<file path="config.mk">
export PLATFORM = sky130hd
export DESIGN_NAME = cfbr_top
export DESIGN_NICKNAME = d
export VERILOG_FILES = /design/src/cfbr_pkg.sv /design/src/cfbr_top.sv
export SDC_FILE = /design/constraint.sdc
export NUM_CORES = 1
export LEC_CHECK = 0
export BUFFER_PORTS_ARGS = -buffer_cell sky130_fd_sc_hd__buf_2
export CAP_MARGIN = 20
export CELL_PAD_IN_SITES_DETAIL_PLACEMENT = 1
export CELL_PAD_IN_SITES_GLOBAL_PLACEMENT = 2
export CORE_ASPECT_RATIO = 0.9
export CORE_UTILIZATION = 35
export DETAILED_ROUTE_END_ITERATION = 16
export PLACE_DENSITY_LB_ADDON = 0.1
export SLEW_MARGIN = 20
export SYNTH_ARGS = -nofsm -noshare
export SYNTH_HDL_FRONTEND = slang
export SYNTH_SLANG_ARGS = --single-unit
</file>
<file path="constraint.sdc">
create_clock -name clock -period 3.57 [get_ports clock]
set_input_delay 1.071 -clock clock [delete_from_list [all_inputs] [get_ports clock]]
set_output_delay 1.071 -clock clock [all_outputs]
set_load 0.02 [all_outputs]
</file>
<file path="src/cfbr_pkg.sv">
package cfbr_pkg;
   localparam int ADDR_W = 4;
   localparam logic [3:0] ADDR_SEL47 = 4'h0;
   localparam logic [3:0] ADDR_SEL811 = 4'h4;
   localparam logic [3:0] ADDR_HIT = 4'h8;
   localparam logic [15:0] SEL_RESET = 16'h0000;
   localparam int FIELD_W = 4;
   localparam logic [3:0] DEST_FIFO = 4'hf;
   localparam logic [3:0] FILT_FIRST = 4'h4;
   localparam logic [3:0] FILT_MID = 4'h8;
   localparam logic [3:0] FILT_LAST = 4'hb;
   localparam logic [1:0] RESP_OKAY = 2'h0;
   localparam logic [1:0] RESP_SLVERR = 2'h2;
endpackage : cfbr_pkg

</file>
<file path="src/cfbr_top.sv">
`timescale 1ns/100ps
// Functional notes
// - All-ones field routes hits to receive FIFO
// - Codes one to fourteen select that buffer
// - Zero field selects receive buffer zero
// - Register zero holds filters 7..4, high first
// - Both registers read/write, reset to zero
module cfbr_top (
   input wire logic clock,
   input wire logic rst,
   input wire logic [3:0] awaddr,
   input wire logic awvalid,
   output logic awready,
   input wire logic [31:0] wdata,
   input wire logic [3:0] wstrb,
   input wire logic wvalid,
   output logic wready,
   output logic [1:0] bresp,
   output logic bvalid,
   input wire logic bready,
   input wire logic [3:0] araddr,
   input wire logic arvalid,
   output logic arready,
   output logic [31:0] rdata,
   output logic [1:0] rresp,
   output logic rvalid,
   input wire logic rready,
   input wire logic hit_valid,
   input wire logic [3:0] hit_filter,
   output logic dest_valid,
   output logic [3:0] dest_select,
   output logic dest_to_fifo
);
   logic [15:0] sel47_ff, nxt_sel47, sel811_ff, nxt_sel811;
   logic aw_ff, nxt_aw, w_ff, nxt_w;
   logic [3:0] awa_ff, nxt_awa;
   logic [31:0] wd_ff, nxt_wd;
   logic [3:0] ws_ff, nxt_ws;
   logic bv_ff, nxt_bv, rv_ff, nxt_rv;
   logic awrdy_ff, nxt_awrdy, wrdy_ff, nxt_wrdy, arrdy_ff, nxt_arrdy;
   logic [1:0] br_ff, nxt_br, rr_ff, nxt_rr;
   logic [31:0] rd_ff, nxt_rd;
   logic dv_ff, nxt_dv, df_ff, nxt_df;
   logic [3:0] ds_ff, nxt_ds;
   logic [3:0] last_hit_ff, nxt_last_hit;

   // Picks field n of a packed four-field selector
   function automatic logic [3:0] cfbr_field(input logic [15:0] r,
                                             input logic [1:0] n);
      cfbr_field = r[n*cfbr_pkg::FIELD_W +: cfbr_pkg::FIELD_W];
   endfunction : cfbr_field

   function automatic logic [15:0] cfbr_merge(input logic [15:0] old,
                                              input logic [31:0] d,
                                              input logic [3:0] s);
      cfbr_merge = old;
      if (s[0]) cfbr_merge[7:0] = d[7:0];
      if (s[1]) cfbr_merge[15:8] = d[15:8];
   endfunction : cfbr_merge

   always_comb begin
      nxt_aw = aw_ff;
      nxt_w = w_ff;
      nxt_awa = awa_ff;
      nxt_wd = wd_ff;
      nxt_ws = ws_ff;
      nxt_bv = bv_ff;
      nxt_br = br_ff;
      nxt_sel47 = sel47_ff;
      nxt_sel811 = sel811_ff;
      if (awvalid && !aw_ff && !bv_ff) begin
         nxt_aw = 1'b1;
         nxt_awa = awaddr;
      end
      if (wvalid && !w_ff && !bv_ff) begin
         nxt_w = 1'b1;
         nxt_wd = wdata;
         nxt_ws = wstrb;
      end
      if (aw_ff && w_ff) begin
         nxt_aw = 1'b0;
         nxt_w = 1'b0;
         nxt_bv = 1'b1;
         nxt_br = cfbr_pkg::RESP_OKAY;
         case (awa_ff)
            cfbr_pkg::ADDR_SEL47: begin
               nxt_sel47 = cfbr_merge(sel47_ff, wd_ff, ws_ff);
            end
            cfbr_pkg::ADDR_SEL811: begin
               nxt_sel811 = cfbr_merge(sel811_ff, wd_ff, ws_ff);
            end
            cfbr_pkg::ADDR_HIT: begin
               nxt_br = cfbr_pkg::RESP_OKAY;
            end
            default: begin
               nxt_br = cfbr_pkg::RESP_SLVERR;
            end
         endcase
      end
      if (bv_ff && bready) begin
         nxt_bv = 1'b0;
      end
      // Readies come from next state so the bus sees flop outputs only
      nxt_awrdy = !nxt_aw && !nxt_bv;
      nxt_wrdy = !nxt_w && !nxt_bv;
   end

   always_ff @(posedge clock or posedge rst) begin
      if (rst) begin
         aw_ff <= 1'b0;
         w_ff <= 1'b0;
         awa_ff <= 4'h0;
         wd_ff <= 32'h0;
         ws_ff <= 4'h0;
         bv_ff <= 1'b0;
         br_ff <= 2'h0;
         awrdy_ff <= 1'b1;
         wrdy_ff <= 1'b1;
         sel47_ff <= cfbr_pkg::SEL_RESET;
         sel811_ff <= cfbr_pkg::SEL_RESET;
      end else begin
         aw_ff <= nxt_aw;
         w_ff <= nxt_w;
         awa_ff <= nxt_awa;
         wd_ff <= nxt_wd;
         ws_ff <= nxt_ws;
         bv_ff <= nxt_bv;
         br_ff <= nxt_br;
         awrdy_ff <= nxt_awrdy;
         wrdy_ff <= nxt_wrdy;
         sel47_ff <= nxt_sel47;
         sel811_ff <= nxt_sel811;
      end
   end

   always_comb begin
      nxt_rv = rv_ff;
      nxt_rd = rd_ff;
      nxt_rr = rr_ff;
      if (rv_ff && rready) begin
         nxt_rv = 1'b0;
      end
      if (arvalid && !rv_ff) begin
         nxt_rv = 1'b1;
         nxt_rr = cfbr_pkg::RESP_OKAY;
         case (araddr)
            cfbr_pkg::ADDR_SEL47: nxt_rd = {16'h0000, sel47_ff};
            cfbr_pkg::ADDR_SEL811: nxt_rd = {16'h0000, sel811_ff};
            cfbr_pkg::ADDR_HIT: nxt_rd = {28'h0000000, last_hit_ff};
            default: begin
               nxt_rd = 32'h0;
               nxt_rr = cfbr_pkg::RESP_SLVERR;
            end
         endcase
      end
      nxt_arrdy = !nxt_rv;
   end

   always_ff @(posedge clock or posedge rst) begin
      if (rst) begin
         rv_ff <= 1'b0;
         rd_ff <= 32'h0;
         rr_ff <= 2'h0;
         arrdy_ff <= 1'b1;
      end else begin
         rv_ff <= nxt_rv;
         rd_ff <= nxt_rd;
         rr_ff <= nxt_rr;
         arrdy_ff <= nxt_arrdy;
      end
   end

   // Hits on filters outside 4..11 belong to neighbouring blocks and are
   // ignored here, so dest_valid only answers for this block's filters.
   always_comb begin
      nxt_dv = 1'b0;
      nxt_ds = ds_ff;
      nxt_df = df_ff;
      nxt_last_hit = last_hit_ff;
      if (hit_valid && hit_filter >= cfbr_pkg::FILT_FIRST &&
          hit_filter <= cfbr_pkg::FILT_LAST) begin
         nxt_dv = 1'b1;
         nxt_last_hit = hit_filter;
         if (hit_filter < cfbr_pkg::FILT_MID) begin
            nxt_ds = cfbr_field(sel47_ff, hit_filter[1:0]);
         end else begin
            nxt_ds = cfbr_field(sel811_ff, hit_filter[1:0]);
         end
         // Codes 0..14 name the buffer directly, all-ones means FIFO
         nxt_df = (nxt_ds == cfbr_pkg::DEST_FIFO);
      end
   end

   always_ff @(posedge clock or posedge rst) begin
      if (rst) begin
         dv_ff <= 1'b0;
         ds_ff <= 4'h0;
         df_ff <= 1'b0;
         last_hit_ff <= 4'h0;
      end else begin
         dv_ff <= nxt_dv;
         ds_ff <= nxt_ds;
         df_ff <= nxt_df;
         last_hit_ff <= nxt_last_hit;
      end
   end

   assign awready = awrdy_ff;
   assign wready = wrdy_ff;
   assign bvalid = bv_ff;
   assign bresp = br_ff;
   assign arready = arrdy_ff;
   assign rvalid = rv_ff;
   assign rdata = rd_ff;
   assign rresp = rr_ff;
   assign dest_valid = dv_ff;
   assign dest_select = ds_ff;
   assign dest_to_fifo = df_ff;
endmodule : cfbr_top
</file>
==> results_dict.tcl <==
set metrics [dict create \
    outcome "completed" \
    worstHoldPathType "flop to flop" \
    totalNegativeSetupSlack_ns 0 \
    signal_arrival_time_at_the_worst_endpoint_ns 2.47 \
    top_usage_layer "met2" \
    drc 0 \
    floorplan.die.width_um 113 \
    cp_slowest_cell "sky130_fd_sc_hd__mux4_1" \
    yosys_warnings 0 \
    timing.fmax_ghz 0.446 \
    number_of_slew_limit_violations_in_the_final_report 0 \
    num_io_pins 103 \
    tritoncts_clock_tree "built" \
    detail-route-antenna-nets 0 \
    holdBufCountCts 0 \
    crit_fanout 9 \
    relSlewSlack 0.541 \
    place.detailed.hpwl_mm 6.34 \
    finalHoldWorstSlack_ns 0.473 \
    setup_viol_count_final 0 \
    worst_pin_slew_ns 0.688 \
    globalRouteMet1Util 0.210 \
    clock_skew_ns 0.00916 \
    gr-usage-met2 0.265 \
    fraction_of_the_mapped_netlist_area_in_compound_gates 0.0704 \
    synth_mux_area_frac 0.240 \
    initial_antenna_violation_count 0 \
    vias 2440 \
    h_tree_levels 3 \
    cell_taking_the_most_area_after_synthesis "sky130_fd_sc_hd__dfrtp_1" \
    post_cts.resized_instances 0 \
    power-per-cell-area_nw_per_um2 720 \
    worst_ir_drop_vdd_v 0.000338 \
    type_of_the_worst_setup_path "input pin to flop" \
    clockRootBuffer "sky130_fd_sc_hd__clkbuf_16" \
    vias_per_cell 4.71 \
    post_drt_wl_per_cell_um 16.3 \
    routabilityCongestion 0.721 \
    period_minus_slack_ns 2.24 \
    yosys.area_share.xor_xnor 0.00224 \
    most-common-layout-cells "sky130_fd_sc_hd__dfrtp_1, sky130_fd_sc_hd__buf_2, sky130_fd_sc_hd__mux2_2" \
    final-hold-violation-count 0 \
    cts_buffers 9 \
    drtIter0Drc 67 \
    grt_first_pass_wirelength_mm 13.9 \
    drt_pre_antenna_iters 3 \
    fin_nets 417 \
    period_share 0.629 \
    synthesized_area_per_cell_sq_um 13.4 \
    chipHeight_um 102 \
    critPathRequiredTime_ns 3.80 \
    cts.reportedPaths.clkPinSlew_ns 0.06 \
    critical-path-max-stage-delay_ns 0.60 \
    max_cap_viol_count 0 \
    globalRouteTotalUtil 0.165 \
    end_kind "flop" \
    fp.dieArea_sq_um 11600 \
    routed_wirelength_mm 8.42 \
    synth.top_cell.area_share 0.550 \
    synth_adder_area_share 0 \
    synthesis.area_sq_um 3910 \
    number_of_global_route_vias_before_repair 2594 \
    start_util 0.360 \
    overflow 0 \
    numPortBuffers 66 \
    yosys_register_bits 89 \
    yosysSeqAreaShare 0.570 \
    final_common_cell "sky130_fd_sc_hd__dfrtp_1" \
    antenna_cells_inserted 0 \
    cp-start-kind "input pin" \
    rsz0062_at_grt "false" \
    synthCells 291 \
    grt_max_degree 40 \
    post_route_cells_drive_above_1_share 0.440 \
    core_sq_um 10900 \
    fillerInstances 1165 \
    rows 36 \
    synthToLayoutAreaGrowth_pct 18.8 \
    synth_top_cells_by_area "sky130_fd_sc_hd__dfrtp_1, sky130_fd_sc_hd__mux2_2, sky130_fd_sc_hd__buf_4, sky130_fd_sc_hd__mux4_1, sky130_fd_sc_hd__a22oi_1" \
    cts.sink_count 89 \
    cts-root-to-sink-buffers 2 \
    postCtsSetupRepairBufs 0 \
    timing.critical_path.cells "buf_2 > mux4_1 > mux2i_1 > nor2_1 > a32o_2" \
    gr_util_met3 0.0439 \
    clock_latency_ns 0.35 \
    synthSimpleGateAreaFrac 0.0550 \
    power.static_leakage_nw 2.26 \
    dominant_combinational_cell_family_by_area_after_synthesis "multiplexers" \
    synth_cell_type_count 34 \
]
logic make-up after synthesis:
group           after synthesis
compound gates               44
other cells                   1
mux                          75
flops                        89
simple gates                 43
xor+xnor                      1
buf+inv                      38
critical path: cells and delay by family:
family,cells,cell delay [ns]
multiplexers,2,0.81
AO/OA/AOI/OAI,1,0.26
buffers and inverters,1,0.25
AND/OR/NAND/NOR,1,0.08
final timing paths:
| kind | cells past startpoint | endpoint | slack, ns | from |
|---|---|---|---|---|
| min | 2 | rdata[3] | 0.47 | rdata[3] |
| min reg2reg | 2 | rdata[3] | 0.47 | rdata[3] |
| max in group asynchronous | 3 | sel811_ff[9] | 2.02 | rst |
| max reg2reg | 3 | sel47_ff[6] | 1.62 | awa_ff[0] |
| min in group asynchronous | 2 | wd_ff[2] | 0.80 | rst |
| max | 5 | dest_to_fifo | 1.33 | hit_filter[3] |
layout make-up:
type	count	area, sq um	share of cell area
timing repair buffer	75	398	0.0856
clock buffer	10	229	0.0493
inverter	5	20.0	0.00431
clock inverter	6	68.8	0.0148
tap	152	190	0.0409
multi-input combinational	181	1510	0.325
sequential	89	2230	0.480
state kept, by name, summed over array words and instances (netlist names):
name          cells
arready           1
aw_ff             1
awa_ff            4
awready           1
bresp             1
bvalid            1
dest_select       4
dest_to_fifo      1
dest_valid        1
last_hit_ff       4
rdata            16
rresp             1
rvalid            1
sel47_ff         16
sel811_ff        16
w_ff              1
wd_ff            16
wready            1
ws_ff             2
Yosys cell counts:
cell                       count
sky130_fd_sc_hd__o21ai_1       6
sky130_fd_sc_hd__mux2i_1       8
sky130_fd_sc_hd__clkbuf_1      3
sky130_fd_sc_hd__nand2b_1      1
sky130_fd_sc_hd__inv_1         5
sky130_fd_sc_hd__mux4_1        4
sky130_fd_sc_hd__and4b_1       2
sky130_fd_sc_hd__and2_1        1
sky130_fd_sc_hd__nand4_2       2
sky130_fd_sc_hd__a22oi_1      12
sky130_fd_sc_hd__nor4b_1       1
sky130_fd_sc_hd__nor3_1        1
sky130_fd_sc_hd__o21bai_1      1
sky130_fd_sc_hd__o21ai_0      14
sky130_fd_sc_hd__mux4_2        4
sky130_fd_sc_hd__a21boi_0      1
sky130_fd_sc_hd__dfrtp_1      86
sky130_fd_sc_hd__buf_6         2
sky130_fd_sc_hd__mux2_2       59
sky130_fd_sc_hd__a21oi_1       5
sky130_fd_sc_hd__a32o_2        1
sky130_fd_sc_hd__nor2_1        9
sky130_fd_sc_hd__nor2b_1       1
sky130_fd_sc_hd__conb_1        1
sky130_fd_sc_hd__nand2_1      22
sky130_fd_sc_hd__buf_2        10
sky130_fd_sc_hd__xor2_1        1
sky130_fd_sc_hd__buf_4        18
sky130_fd_sc_hd__nor4_1        1
sky130_fd_sc_hd__a211oi_1      1
sky130_fd_sc_hd__dfstp_2       3
sky130_fd_sc_hd__a2111o_1      1
sky130_fd_sc_hd__a21o_1        2
sky130_fd_sc_hd__nor3b_1       2
power breakdown:
group / switching [W] / internal, W
Clock: 0.000392 / 0.000543
Sequential: 0.000279 / 0.00136
Combinational: 0.000349 / 0.000424
Total: 0.00102 / 0.00232
per-layer routing:
layer | routed length, um | vias to the layer above
met5 | 0 | -
met3 | 280 | 10
met1 | 3870 | 1241
met2 | 4120 | 48
met4 | 144 | 0
li1 | - | 1141
metrics by stage:
stage	power [W]	setup slack, ns	cells	cell area, sq um	util
floorplan	0.00218	0.197	308	3980	-
detailed placement	0.00246	0.948	502	4350	0.401
CTS	0.00341	1.31	518	4650	0.428
global route	0.00357	1.25	518	4650	0.428
finish	0.00335	1.33	518	4650	0.428
global placement	0.00241	0.942	502	4350	0.401
No activity file was read; power rests on OpenSTA's default activity.
